<file path="config.mk">
export PLATFORM = sky130hd
export DESIGN_NAME = spi_master_slave_engine
export DESIGN_NICKNAME = d
export VERILOG_FILES = /design/src/include/spi_engine_pkg.sv /design/src/logic/spi_pin_sync.sv /design/src/logic/spi_rx_fifo.sv /design/src/logic/spi_master_slave_engine.sv
export SDC_FILE = /design/constraint.sdc
export NUM_CORES = 1
export LEC_CHECK = 0
export BUFFER_PORTS_ARGS = -buffer_cell sky130_fd_sc_hd__buf_4
export CAP_MARGIN = 20
export CORE_MARGIN = 2
export CORE_UTILIZATION = 45
export CTS_CLUSTER_DIAMETER = 60
export DETAILED_ROUTE_END_ITERATION = 12
export HOLD_SLACK_MARGIN = 0.03
export RECOVER_POWER = 100
export SYNTH_ARGS = -nofsm -noshare
export SYNTH_HDL_FRONTEND = slang
export SYNTH_HIERARCHICAL = 1
export SYNTH_SLANG_ARGS = --single-unit
</file>
<file path="constraint.sdc">
create_clock -name i_core_clk -period 4.2 [get_ports i_core_clk]
set_input_delay 0.84 -clock i_core_clk [delete_from_list [all_inputs] [get_ports i_core_clk]]
set_output_delay 0.84 -clock i_core_clk [all_outputs]
set_load 0.02 [all_outputs]
</file>
<file path="src/include/spi_engine_pkg.sv">
`default_nettype none
package spi_engine_pkg;

  // ****************************************************************
  // Clock rates and serial clock limits
  // ****************************************************************
  localparam int CORE_CLK_KHZ        = 20000;
  localparam int SYNC_DIV_MAX_KBPS   = 2149;
  localparam int SYNC_NODIV_MAX_KBPS = 3366;
  localparam int ASYNC_MAX_KHZ       = 100000;

  // Least half period in core cycles for a rate cap, rounded up
  function automatic int min_half(input int rate_k);
    int h;
    h = (CORE_CLK_KHZ + 2 * rate_k - 1) / (2 * rate_k);
    return (h < 1) ? 1 : h;
  endfunction

  localparam logic [7:0] HALF_SYNC_DIV   = 8'(min_half(SYNC_DIV_MAX_KBPS));
  localparam logic [7:0] HALF_SYNC_NODIV =
    8'(min_half(SYNC_NODIV_MAX_KBPS));
  localparam logic [7:0] HALF_ASYNC      = 8'(min_half(ASYNC_MAX_KHZ));

  // ****************************************************************
  // Word sizes, counts and reset values
  // ****************************************************************
  localparam int          WORD_W    = 32;
  localparam int          SEL_IDX_W = 4;
  localparam logic [6:0]  EDGES_8   = 7'h10;
  localparam logic [6:0]  EDGES_32  = 7'h40;
  localparam logic [6:0]  BITS_8    = 7'h08;
  localparam logic [6:0]  BITS_32   = 7'h20;
  localparam logic [15:0] CNT_RST   = 16'h0000;
  localparam logic [7:0]  DIV_RST   = 8'h00;

  // ****************************************************************
  // Modes and carriers
  // ****************************************************************
  typedef enum logic [1:0] {
    MODE_0 = 2'h0,
    MODE_1 = 2'h1,
    MODE_2 = 2'h2,
    MODE_3 = 2'h3
  } spi_mode_t;

  typedef struct packed {
    logic       slave;
    spi_mode_t  mode;
    logic       word32;
    logic       miso_en;
    logic       mosi_en;
    logic       async_en;
    logic       sync_clkdiv;
    logic [7:0] half_div;
  } spi_cfg_t;

  typedef struct packed {
    logic                 open;
    logic                 close;
    logic [SEL_IDX_W-1:0] sel_idx;
    logic [15:0]          setup_cyc;
    logic [15:0]          gap_cyc;
  } spi_cmd_t;

  function automatic logic mode_cpol(input spi_mode_t m);
    return m[1];
  endfunction

  function automatic logic mode_cpha(input spi_mode_t m);
    return ~(m[1] ^ m[0]);
  endfunction

endpackage
`default_nettype wire

</file>
<file path="src/logic/spi_pin_sync.sv">
`timescale 1ns/10ps
`default_nettype none
module spi_pin_sync #(
  parameter int W = 4
) (
  // Clock and reset
  input  wire logic         i_core_clk,
  input  wire logic         i_rstn,
  // Pins and synchronised levels
  input  wire logic [W-1:0] i_async,
  output logic      [W-1:0] o_sync
);

  if (W < 1) begin : g_bad_width
    $error("spi_pin_sync: W must be at least 1");
  end

  typedef struct packed {
    logic [W-1:0] meta;
    logic [W-1:0] sync;
  } sync_state_t;

  sync_state_t q;
  sync_state_t d;

  always_comb begin
    d      = q;
    d.meta = i_async;
    d.sync = q.meta;
  end

  always_ff @(posedge i_core_clk) begin
    if (!i_rstn) begin
      q <= '0;
    end else begin
      q <= d;
    end
  end

  assign o_sync = q.sync;

endmodule // spi_pin_sync
`default_nettype wire

</file>
<file path="src/logic/spi_rx_fifo.sv">
`timescale 1ns/10ps
`default_nettype none
module spi_rx_fifo #(
  parameter int W     = 32,
  parameter int DEPTH = 8
) (
  // Clock and reset
  input  wire logic         i_core_clk,
  input  wire logic         i_rstn,
  // Fill side
  input  wire logic         i_in_valid,
  input  wire logic [W-1:0] i_in_data,
  output logic              o_in_ready,
  // Drain side
  output logic              o_out_valid,
  output logic      [W-1:0] o_out_data,
  input  wire logic         i_out_ready
);

  localparam int         AW   = (DEPTH > 1) ? $clog2(DEPTH) : 1;
  localparam logic [AW:0] FULL = (AW + 1)'(DEPTH);

  if (DEPTH < 2 || (2 ** AW) != DEPTH || W < 1) begin : g_bad_shape
    $error("spi_rx_fifo: DEPTH must be a power of two, at least 2");
  end

  typedef struct packed {
    logic [DEPTH-1:0][W-1:0] mem;
    logic [AW-1:0]           wp;
    logic [AW-1:0]           rp;
    logic [AW:0]             cnt;
    logic                    ov;
    logic [W-1:0]            od;
  } fifo_state_t;

  fifo_state_t q;
  fifo_state_t d;
  logic [AW:0] used;

  // Output register is a slot too, so DEPTH words in all
  assign used = q.cnt + {{AW{1'b0}}, q.ov};

  always_comb begin
    logic push;
    logic pull;
    push = i_in_valid && (used != FULL);
    pull = (q.cnt != '0) && (!q.ov || i_out_ready);
    d    = q;
    if (q.ov && i_out_ready) begin
      d.ov = 1'b0;
    end
    // Output word sits in a register, refilled as it is taken
    if (pull) begin
      d.od = q.mem[q.rp];
      d.ov = 1'b1;
      d.rp = q.rp + 1'b1;
    end
    if (push) begin
      d.mem[q.wp] = i_in_data;
      d.wp        = q.wp + 1'b1;
    end
    d.cnt = q.cnt + {{AW{1'b0}}, push} - {{AW{1'b0}}, pull};
  end

  always_ff @(posedge i_core_clk) begin
    if (!i_rstn) begin
      q <= '0;
    end else begin
      q <= d;
    end
  end

  assign o_in_ready  = (used != FULL);
  assign o_out_valid = q.ov;
  assign o_out_data  = q.od;

endmodule // spi_rx_fifo
`default_nettype wire

</file>
<file path="src/logic/spi_master_slave_engine.sv">
`timescale 1ns/10ps
`default_nettype none
module spi_master_slave_engine
  import spi_engine_pkg::*;
#(
  parameter int N_SEL      = 4,
  parameter int FIFO_DEPTH = 8
) (
  // Clock and reset
  input  wire logic              i_core_clk,
  input  wire logic              i_rstn,
  // Configuration and commands
  input  wire spi_cfg_t          i_cfg,
  input  wire spi_cmd_t          i_cmd,
  // Transmit words
  input  wire logic              i_tx_valid,
  input  wire logic [WORD_W-1:0] i_tx_data,
  output logic                   o_tx_ready,
  // Received words
  output logic                   o_rx_valid,
  output logic      [WORD_W-1:0] o_rx_data,
  input  wire logic              i_rx_ready,
  // Serial clock pin
  input  wire logic              i_sclk,
  output logic                   o_sclk,
  output logic                   o_sclk_oe,
  // Master-out pin
  input  wire logic              i_mosi,
  output logic                   o_mosi,
  output logic                   o_mosi_oe,
  // Master-in pin
  input  wire logic              i_miso,
  output logic                   o_miso,
  output logic                   o_miso_oe,
  // Select pins
  output logic      [N_SEL-1:0]  o_sel,
  input  wire logic              i_sel,
  // Status
  output logic                   o_session,
  output logic                   o_slv_start,
  output logic                   o_slv_end,
  output logic                   o_overrun,
  output logic                   o_cfg_err
);

  if (N_SEL < 1 || N_SEL > (2 ** SEL_IDX_W)) begin : g_bad_nsel
    $error("spi_master_slave_engine: N_SEL out of range");
  end

  // ****************************************************************
  // Types and state
  // ****************************************************************
  typedef enum logic [5:0] {
    M_IDLE  = 6'h01,
    M_GAP   = 6'h02,
    M_SETUP = 6'h04,
    M_READY = 6'h08,
    M_SHIFT = 6'h10,
    M_STORE = 6'h20
  } mst_state_t;

  typedef struct packed {
    mst_state_t           st;
    logic [N_SEL-1:0]     sel;
    logic [SEL_IDX_W-1:0] last_idx;
    logic [SEL_IDX_W-1:0] want_idx;
    logic [15:0]          gap_cnt;
    logic [15:0]          gap_req;
    logic [15:0]          setup_cnt;
    logic [7:0]           div_cnt;
    logic [6:0]           edge_cnt;
    logic [WORD_W-1:0]    tx_sh;
    logic [WORD_W-1:0]    rx_sh;
    logic [WORD_W-1:0]    hold;
    logic                 hold_full;
    logic                 reload;
    logic                 sclk;
    logic                 sclk_oe;
    logic                 mosi;
    logic                 mosi_oe;
    logic                 miso;
    logic                 miso_oe;
    logic                 tx_ready;
    logic                 close_pend;
    logic                 push;
    logic                 session;
    logic                 slv_start;
    logic                 slv_end;
    logic                 overrun;
    logic                 cfg_err;
    logic                 sclk_prev;
    logic                 sel_prev;
  } eng_state_t;

  localparam eng_state_t ENG_RST = '{st: M_IDLE, default: '0};

  eng_state_t q;
  eng_state_t d;

  logic [3:0]        pins_s;
  logic              sclk_s;
  logic              mosi_s;
  logic              miso_s;
  logic              sel_s;
  logic              fifo_in_ready;
  logic [WORD_W-1:0] push_data;

  // ****************************************************************
  // Helpers
  // ****************************************************************
  // 8-bit words ride in the top byte so both sizes leave MSB first
  function automatic logic [WORD_W-1:0] align_tx(
    input logic [WORD_W-1:0] w,
    input logic              w32
  );
    return w32 ? w : {w[7:0], 24'h000000};
  endfunction

  // Launch next bit; at a word boundary the held word is taken
  function automatic eng_state_t launch(
    input eng_state_t s,
    input logic       to_miso
  );
    eng_state_t        r;
    logic [WORD_W-1:0] src;
    r   = s;
    src = s.tx_sh;
    if (s.reload) begin
      src         = s.hold_full ? s.hold : '0;
      r.hold_full = 1'b0;
      r.reload    = 1'b0;
    end
    if (to_miso) begin
      r.miso = src[WORD_W-1];
    end else begin
      r.mosi = src[WORD_W-1];
    end
    r.tx_sh = {src[WORD_W-2:0], 1'b0};
    return r;
  endfunction

  // ****************************************************************
  // Pin synchronisers and receive buffer
  // ****************************************************************
  spi_pin_sync #(
    .W (4)
  ) u_pin_sync (
    .i_core_clk (i_core_clk),
    .i_rstn     (i_rstn),
    .i_async    ({i_sclk, i_mosi, i_miso, i_sel}),
    .o_sync     (pins_s)
  );

  assign sclk_s = pins_s[3];
  assign mosi_s = pins_s[2];
  assign miso_s = pins_s[1];
  assign sel_s  = pins_s[0];

  // Short words are returned zero-extended
  assign push_data = i_cfg.word32 ? q.rx_sh : {24'h000000, q.rx_sh[7:0]};

  spi_rx_fifo #(
    .W     (WORD_W),
    .DEPTH (FIFO_DEPTH)
  ) u_rx_fifo (
    .i_core_clk  (i_core_clk),
    .i_rstn      (i_rstn),
    .i_in_valid  (q.push),
    .i_in_data   (push_data),
    .o_in_ready  (fifo_in_ready),
    .o_out_valid (o_rx_valid),
    .o_out_data  (o_rx_data),
    .i_out_ready (i_rx_ready)
  );

  // ****************************************************************
  // Next state
  // ****************************************************************
  always_comb begin
    logic              cpol;
    logic              cpha;
    logic              lead;
    logic              tick;
    logic [7:0]        half;
    logic [7:0]        lim;
    logic [6:0]        edges;
    logic [6:0]        bits;
    logic [WORD_W-1:0] word;
    cpol  = mode_cpol(i_cfg.mode);
    cpha  = mode_cpha(i_cfg.mode);
    edges = i_cfg.word32 ? EDGES_32 : EDGES_8;
    bits  = i_cfg.word32 ? BITS_32 : BITS_8;
    word  = align_tx(i_tx_data, i_cfg.word32);
    lead  = 1'b0;
    // Divider floor follows the selected master flavour
    lim   = i_cfg.async_en ? HALF_ASYNC :
            (i_cfg.sync_clkdiv ? HALF_SYNC_DIV : HALF_SYNC_NODIV);
    half  = (i_cfg.half_div > lim) ? i_cfg.half_div : lim;
    tick  = (q.div_cnt >= half - 8'h01);

    d           = q;
    d.push      = 1'b0;
    d.slv_start = 1'b0;
    d.slv_end   = 1'b0;
    d.sclk_prev = sclk_s;
    d.sel_prev  = sel_s;

    // Deselect time runs down after every close
    if (q.gap_cnt != CNT_RST) begin
      d.gap_cnt = q.gap_cnt - 16'h0001;
    end

    if (i_cfg.slave) begin
      // ************************************************************
      // Slave role
      // ************************************************************
      d.st      = M_IDLE;
      d.sel     = '0;
      d.sclk_oe = 1'b0;
      d.mosi_oe = 1'b0;
      if (sel_s && !q.sel_prev) begin
        d.session   = 1'b1;
        d.slv_start = 1'b1;
        d.overrun   = 1'b0;
        d.edge_cnt  = '0;
        d.reload    = 1'b1;
        d.miso_oe   = i_cfg.miso_en;
        if (!cpha) begin
          d = launch(d, 1'b1);
        end
      end else if (!sel_s && q.sel_prev) begin
        d.session = 1'b0;
        d.slv_end = 1'b1;
        d.miso_oe = 1'b0;
      end else if (sel_s && q.session && sclk_s != q.sclk_prev) begin
        lead = (sclk_s != cpol);
        if (lead == cpha) begin
          d = launch(d, 1'b1);
        end else begin
          // Master-out is always sampled
          d.rx_sh    = {q.rx_sh[WORD_W-2:0], mosi_s};
          d.edge_cnt = q.edge_cnt + 7'h01;
          if (q.edge_cnt + 7'h01 == bits) begin
            d.edge_cnt = '0;
            d.reload   = 1'b1;
            if (fifo_in_ready) begin
              d.push = 1'b1;
            end else begin
              d.overrun = 1'b1;
            end
          end
        end
      end
      // Words wait in the hold register until the next boundary
      if (i_tx_valid && q.tx_ready) begin
        d.hold      = word;
        d.hold_full = 1'b1;
      end
      d.tx_ready = !d.hold_full;
    end else begin
      // ************************************************************
      // Master role
      // ************************************************************
      d.sclk_oe = 1'b1;
      d.mosi_oe = i_cfg.mosi_en;
      d.miso_oe = 1'b0;
      d.reload  = 1'b0;
      if (i_cmd.close && (q.st == M_SHIFT || q.st == M_STORE)) begin
        d.close_pend = 1'b1;
        d.gap_req    = i_cmd.gap_cyc;
      end
      unique case (q.st)
        M_IDLE: begin
          d.sclk = cpol;
          if (i_cmd.open) begin
            if (32'(i_cmd.sel_idx) >= N_SEL ||
                (i_cfg.async_en && !i_cfg.miso_en)) begin
              d.cfg_err = 1'b1;
            end else begin
              d.cfg_err   = 1'b0;
              d.want_idx  = i_cmd.sel_idx;
              d.setup_cnt = i_cmd.setup_cyc;
              d.st        = M_GAP;
            end
          end
        end
        M_GAP: begin
          if (q.want_idx != q.last_idx || q.gap_cnt == CNT_RST) begin
            d.sel     = {{(N_SEL-1){1'b0}}, 1'b1} << q.want_idx;
            d.session = 1'b1;
            d.st      = M_SETUP;
          end
        end
        M_SETUP: begin
          if (q.setup_cnt == CNT_RST) begin
            d.st = M_READY;
          end else begin
            d.setup_cnt = q.setup_cnt - 16'h0001;
          end
        end
        M_READY: begin
          if (i_cmd.close || q.close_pend) begin
            d.sel        = '0;
            d.session    = 1'b0;
            d.gap_cnt    = q.close_pend ? q.gap_req : i_cmd.gap_cyc;
            d.last_idx   = q.want_idx;
            d.close_pend = 1'b0;
            d.st         = M_IDLE;
          end else if (i_tx_valid && q.tx_ready) begin
            d.div_cnt  = DIV_RST;
            d.edge_cnt = '0;
            d.st       = M_SHIFT;
            if (cpha) begin
              d.tx_sh = word;
            end else begin
              d.mosi  = word[WORD_W-1];
              d.tx_sh = {word[WORD_W-2:0], 1'b0};
            end
          end
        end
        M_SHIFT: begin
          if (tick) begin
            d.div_cnt  = DIV_RST;
            d.sclk     = !q.sclk;
            d.edge_cnt = q.edge_cnt + 7'h01;
            lead       = !q.edge_cnt[0];
            if (lead == cpha) begin
              d = launch(d, 1'b0);
            end else if (i_cfg.miso_en) begin
              d.rx_sh = {q.rx_sh[WORD_W-2:0], miso_s};
            end
            if (q.edge_cnt + 7'h01 == edges) begin
              d.st = M_STORE;
            end
          end else begin
            d.div_cnt = q.div_cnt + 8'h01;
          end
        end
        M_STORE: begin
          // With master-in enabled, stall with the clock idle until the buffer has room
          if (!i_cfg.miso_en) begin
            d.st = M_READY;
          end else if (fifo_in_ready) begin
            d.push = 1'b1;
            d.st   = M_READY;
          end
        end
        default: begin
          d.st = M_IDLE;
        end
      endcase
      d.tx_ready = (d.st == M_READY) && !d.close_pend;
    end
  end

  // ****************************************************************
  // State register
  // ****************************************************************
  always_ff @(posedge i_core_clk) begin
    if (!i_rstn) begin
      q <= ENG_RST;
    end else begin
      q <= d;
    end
  end

  // ****************************************************************
  // Outputs
  // ****************************************************************
  assign o_tx_ready  = q.tx_ready;
  assign o_sclk      = q.sclk;
  assign o_sclk_oe   = q.sclk_oe;
  assign o_mosi      = q.mosi;
  assign o_mosi_oe   = q.mosi_oe;
  assign o_miso      = q.miso;
  assign o_miso_oe   = q.miso_oe;
  assign o_sel       = q.sel;
  assign o_session   = q.session;
  assign o_slv_start = q.slv_start;
  assign o_slv_end   = q.slv_end;
  assign o_overrun   = q.overrun;
  assign o_cfg_err   = q.cfg_err;

endmodule // spi_master_slave_engine
`default_nettype wire

</file>
### Word level (Yosys, flattened, before mapping)

Cells that the tools add are included.

| cells by class | value |
|---|---|
| eq/ne operators | 46 |
| order comparisons | 6 |
| bitwise gates (word level) | 5 |
| shifts and indexed selects | 1 |
| muxes and demuxes | 104 |
| $add $sub $neg | 10 |
| reductions and logical operators | 57 |

Operator list:

| cell | count |
|---|---|
| 32-bit two-way mux | 12 |
| 121-bit two-way mux | 3 |
| 256-bit bitwise mux | 1 |
| 195-bit two-way mux | 1 |
| 66-bit two-way mux | 2 |
| 16-bit two-way mux | 8 |
| 114-bit two-way mux | 1 |
| 110-bit two-way mux | 1 |
| 33-bit two-way mux | 3 |
| 32-bit binary-select mux with 3-bit select | 1 |
| 32-bit demux with 3-bit select | 1 |
| 47-bit two-way mux | 2 |
| 47-bit one-hot mux with 2 select lines | 1 |
| 6-bit two-way mux | 10 |
| 16-bit one-hot mux with 3 select lines | 1 |
| 6-bit one-hot mux with 6 select lines | 1 |
| 16-bit zero test | 2 |
| 16-bit one-hot mux with 2 select lines | 1 |
| 16-bit by 1-bit subtractor with 16-bit output (second input constant) | 2 |
| 2-bit != test (second input constant) | 14 |
| 1-bit two-way mux | 26 |
| 8-bit two-way mux | 3 |
| 7-bit two-way mux | 3 |
| 3-bit != test (second input constant) | 7 |
| 54 further kinds | 122 |

| storage, ports and cells | value |
|---|---|
| output and inout port bits | 49 |
| flip-flop bits (word level) | 502 |

### Depth between registers and ports, before layout

| logic depth | value |
|---|---|
| depth in word-level cells | 12 |
| depth in mapped cells | 18 |

### Modules after synthesis

The synthesis kept the hierarchy.

By module, submodules not included:

| module | area each (µm²) | cells an instance | sequential area each (µm²) | instances |
|---|---|---|---|---|
| spi_rx_fifo | 12921.1 | 1269 | 5985.7 | 1 |
| spi_master_slave_engine | 10408.7 | 1341 | 3903.7 | 1 |
| spi_pin_sync | 210.2 | 16 | 160.2 | 1 |

### Least setup slack after synthesis

OpenSTA, ideal clock, no wires.

| timing path | value |
|---|---|
| kind | input-to-reg |
| from | in i_cfg[9] (netlist name) |
| to | reg, netlist name q[81] |
| required time | 4.130 ns |
| arrival | 4.259 ns |
| slack | -0.129 ns |
| stages on the path | 16 |
| buffers on the path | 1 |
| cells stage by stage | nand2b_1 ha_1 a21o_1 a211oi_1 mux2i_1 ha_1 nand3b_1 xor2_1 ha_1 or4_1 a21oi_1 o31ai_1 a41oi_1 clkbuf_1 nand2_1 a21oi_1 |

RTL lines:

| element | RTL line | RTL |
|---|---|---|
| from (decl) | spi_master_slave_engine.sv:13 | `input wire spi_cfg_t i_cfg,` |

==> out/metrics.csv <==
metric,value,unit
critical path cell sequence,"clkbuf_4, nand2b_1, ha_1, a21o_1, a211oi_4, mux2i_1, ha_1, clkbuf_4, xor2_1, ha_1, or3_1, a21oi_1, o31ai_1, buf_4, a41oi_4, clkbuf_16, nand2_1, a21oi_1",
die height,232.7,µm
Top Ports,143,
failing checks,"capacitance limit, slew limit",
Clock Sinks,502,
die outline area,0.05416,mm²
Max IR drop VDD,332.8,µV
f_max,249.4,MHz
YS warnings,6,
CP Buf/Inv Count,4,
Post-Syn Instances,2626,
CP startpoint,i_cfg[9],
P&R area growth vs syn,14.46,%
Cell Rows,83,
"Seq/Total Area, Yosys",42.69,%
global-route wire length before repair,100200,µm
"slowest stage cell, crit path",or3_1,
drt wl/cell,18.54,µm
Critical Path End Type,register,
initial antenna violation count,0,
Worst Hold Launch,u_pin_sync/d[3],
Worst slew margin,-94.27,%
drt pass-1 iters,6,
Main synth FF type,dfxtp_1,
layout cell share with drive strength beyond 1,12.38,%
CTS root buf,clkbuf_16,
Layout Utilization,52.31,%
CP Depth,18,
cts hold-fix bufs,0,
most common cell in the netlist,nand2_1,
total CTS buffers,56,
Placed Area,0.02502,mm²
vias in the first global route,18840,
worst min-delay path class,reg2reg,
Critical Path AT,4560,ps
cell area after layout,0.02694,mm²
GRT Residual Overflow,0,
Reg2Reg Depth,14,
minimum clock period,4010,ps
nets@finish,2782,
Synth top area share,42.69,%
Crit Reg-Reg Startpoint,u_rx_fifo/q[33],
hold slack,432.4,ps
Yosys reg bits,502,
Post-Syn Area,0.02354,mm²
Final Cycle Share,95.48,%
fraction of registers with async set/reset,0,%
RSZ-0062 raised after global routing,no,
Synth area leaders,"dfxtp_1 43%, mux2i_1 15%, nand2_1 8.6%",
"Setup Fix Bufs, Post-CTS",0,
DR DRC count,0,
Port Buffers,142,
element type at the critical path start,input pin,
initial drt markers,1225,
Clock Tree Buf Depth,3,
Worst Path Required,4750,ps
setup TNS,0,ps
cell count after placement,3282,
"Top cell by count, worst path",ha_1,
max incr delay on CP,360,ps
final hold violations,0,
ANT nets after route,0,
GRT Util Overall,22.80,%
most instantiated cells after synthesis,"541 x nand2_1, 502 x dfxtp_1, 343 x mux2i_1, 221 x a21oi_1, 136 x clkbuf_1",
leak pwr,0.01024,µW
Clock transition at path regs,60,ps
RePlAce Congestion,0.8495,
Top Family by Delay on Critical Path,compound AO/OA/AOI/OAI gates,
Synth Area per Inst,8.964,µm²
CP Class,in2reg,
Initial Utilization,45.70,%
Layout Cells excl Fill,3385,
Vias/cell,5.686,
Filler Cell Count,4812,
library cells used by synthesis,83,
die width,232.7,µm
CP Max Fanout,15,
H-tree levels,2,
number of enable flip-flop cells after synthesis,0,
Detail Placement HPWL,38960,µm
clock tree from TritonCTS,built,
Final setup violation count,0,
Pins Over Slew Limit,60,
leading area contributor after synthesis,dfxtp_1,
skew final,26.90,ps
Max Cap Viol,1,
transition time of the tightest slew-check pin,2914,ps
post-CTS resize count,0,
via count,19250,
# diodes,0,
worst skew pair latency,620,ps
hold depth,1,
Total Wirelength,62750,µm
Core Area,0.05151,mm²
run status,"finished, violations left",
synthesized net count,2746,
PD cells,479.1,mW/mm²
largest net degree at the start of global routing,144,
-- cell type report --
type	count	area (µm²)	share of cell area (%)
clock buffers	73	1575	5.847
clock inverters	28	485.5	1.802
inverters	22	85.08	0.3158
multi-input cells	1868	12370	45.93
flip-flops and latches	502	10050	37.31
well taps	680	850.8	3.158
repair buffers	212	1519	5.638
-- layer usage --
layer | GRT usage, % | vias up | routed length, µm
li1 | - | 9372 | -
met1 | 30.23 | 9285 | 28480
met2 | 38.41 | 495 | 29820
met3 | 2.941 | 96 | 2902
met4 | 7.385 | 0 | 1552
met5 | 0 | - | 0
-- registers in the layout, summed over array words and instances, names as in the netlist --
register,count
o_miso_oe,1
o_sclk,1
o_slv_start,1
o_tx_ready,1
u_rx_fifo/q,266
o_mosi_oe,1
q,179
u_rx_fifo/o_out_data,32
o_sclk_oe,1
u_pin_sync/o_sync,4
o_miso,1
o_sel,4
o_session,1
u_rx_fifo/o_out_valid,1
o_overrun,1
o_mosi,1
u_pin_sync/d,4
o_cfg_err,1
o_slv_end,1
-- metrics by stage --
stage	setup WS, ps	power, µW
floorplan	40.82	7069
global placement	-458.9	7657
detailed placement	-567.1	7697
finish	189.8	12910
CTS	71.73	13140
global route	3.690	13490
-- where the power goes --
group          internal, µW  leakage (µW)  switching (µW)
Clock                  3380       0.00101            2030
Sequential             5020       0.00406             221
Combinational           838       0.00517            1420
-- layout by cell type, fill, tap and decap left out, types with 33 or more instances in the layout --
| cell | synthesis | final |
|---|---|---|
| nand2_1 | 541 | 540 |
| dfxtp_1 | 502 | 501 |
| mux2i_1 | 343 | 343 |
| a21oi_1 | 221 | 220 |
| buf_4 | 39 | 146 |
| nor2_1 | 90 | 88 |
| nand3_1 | 83 | 82 |
| o21ai_0 | 74 | 75 |
| clkbuf_16 | 0 | 57 |
| clkbuf_1 | 136 | 57 |
| o22ai_1 | 47 | 47 |
| a211oi_1 | 38 | 37 |
| and2_1 | 39 | 33 |
| mux4_2 | 33 | 33 |
-- logic make-up after synthesis --
kind of cell,share of synthesized area [%]
xor gates and xnor gates,1.563
DFF,42.69
muxes,18.17
AOI/OAI and AO/OA,13.69
buffers and inverters,5.214
and+or+nand+nor,17.26
adders and majority gates,1.414
-- final timing paths --
check	to	slack [ps]
min reg2reg	u_pin_sync/o_sync[3]	430
max reg2reg	u_rx_fifo/q[35]	910
min	u_pin_sync/o_sync[3]	430
max	q[71]	190
Power figures use the tool's default switching activity.
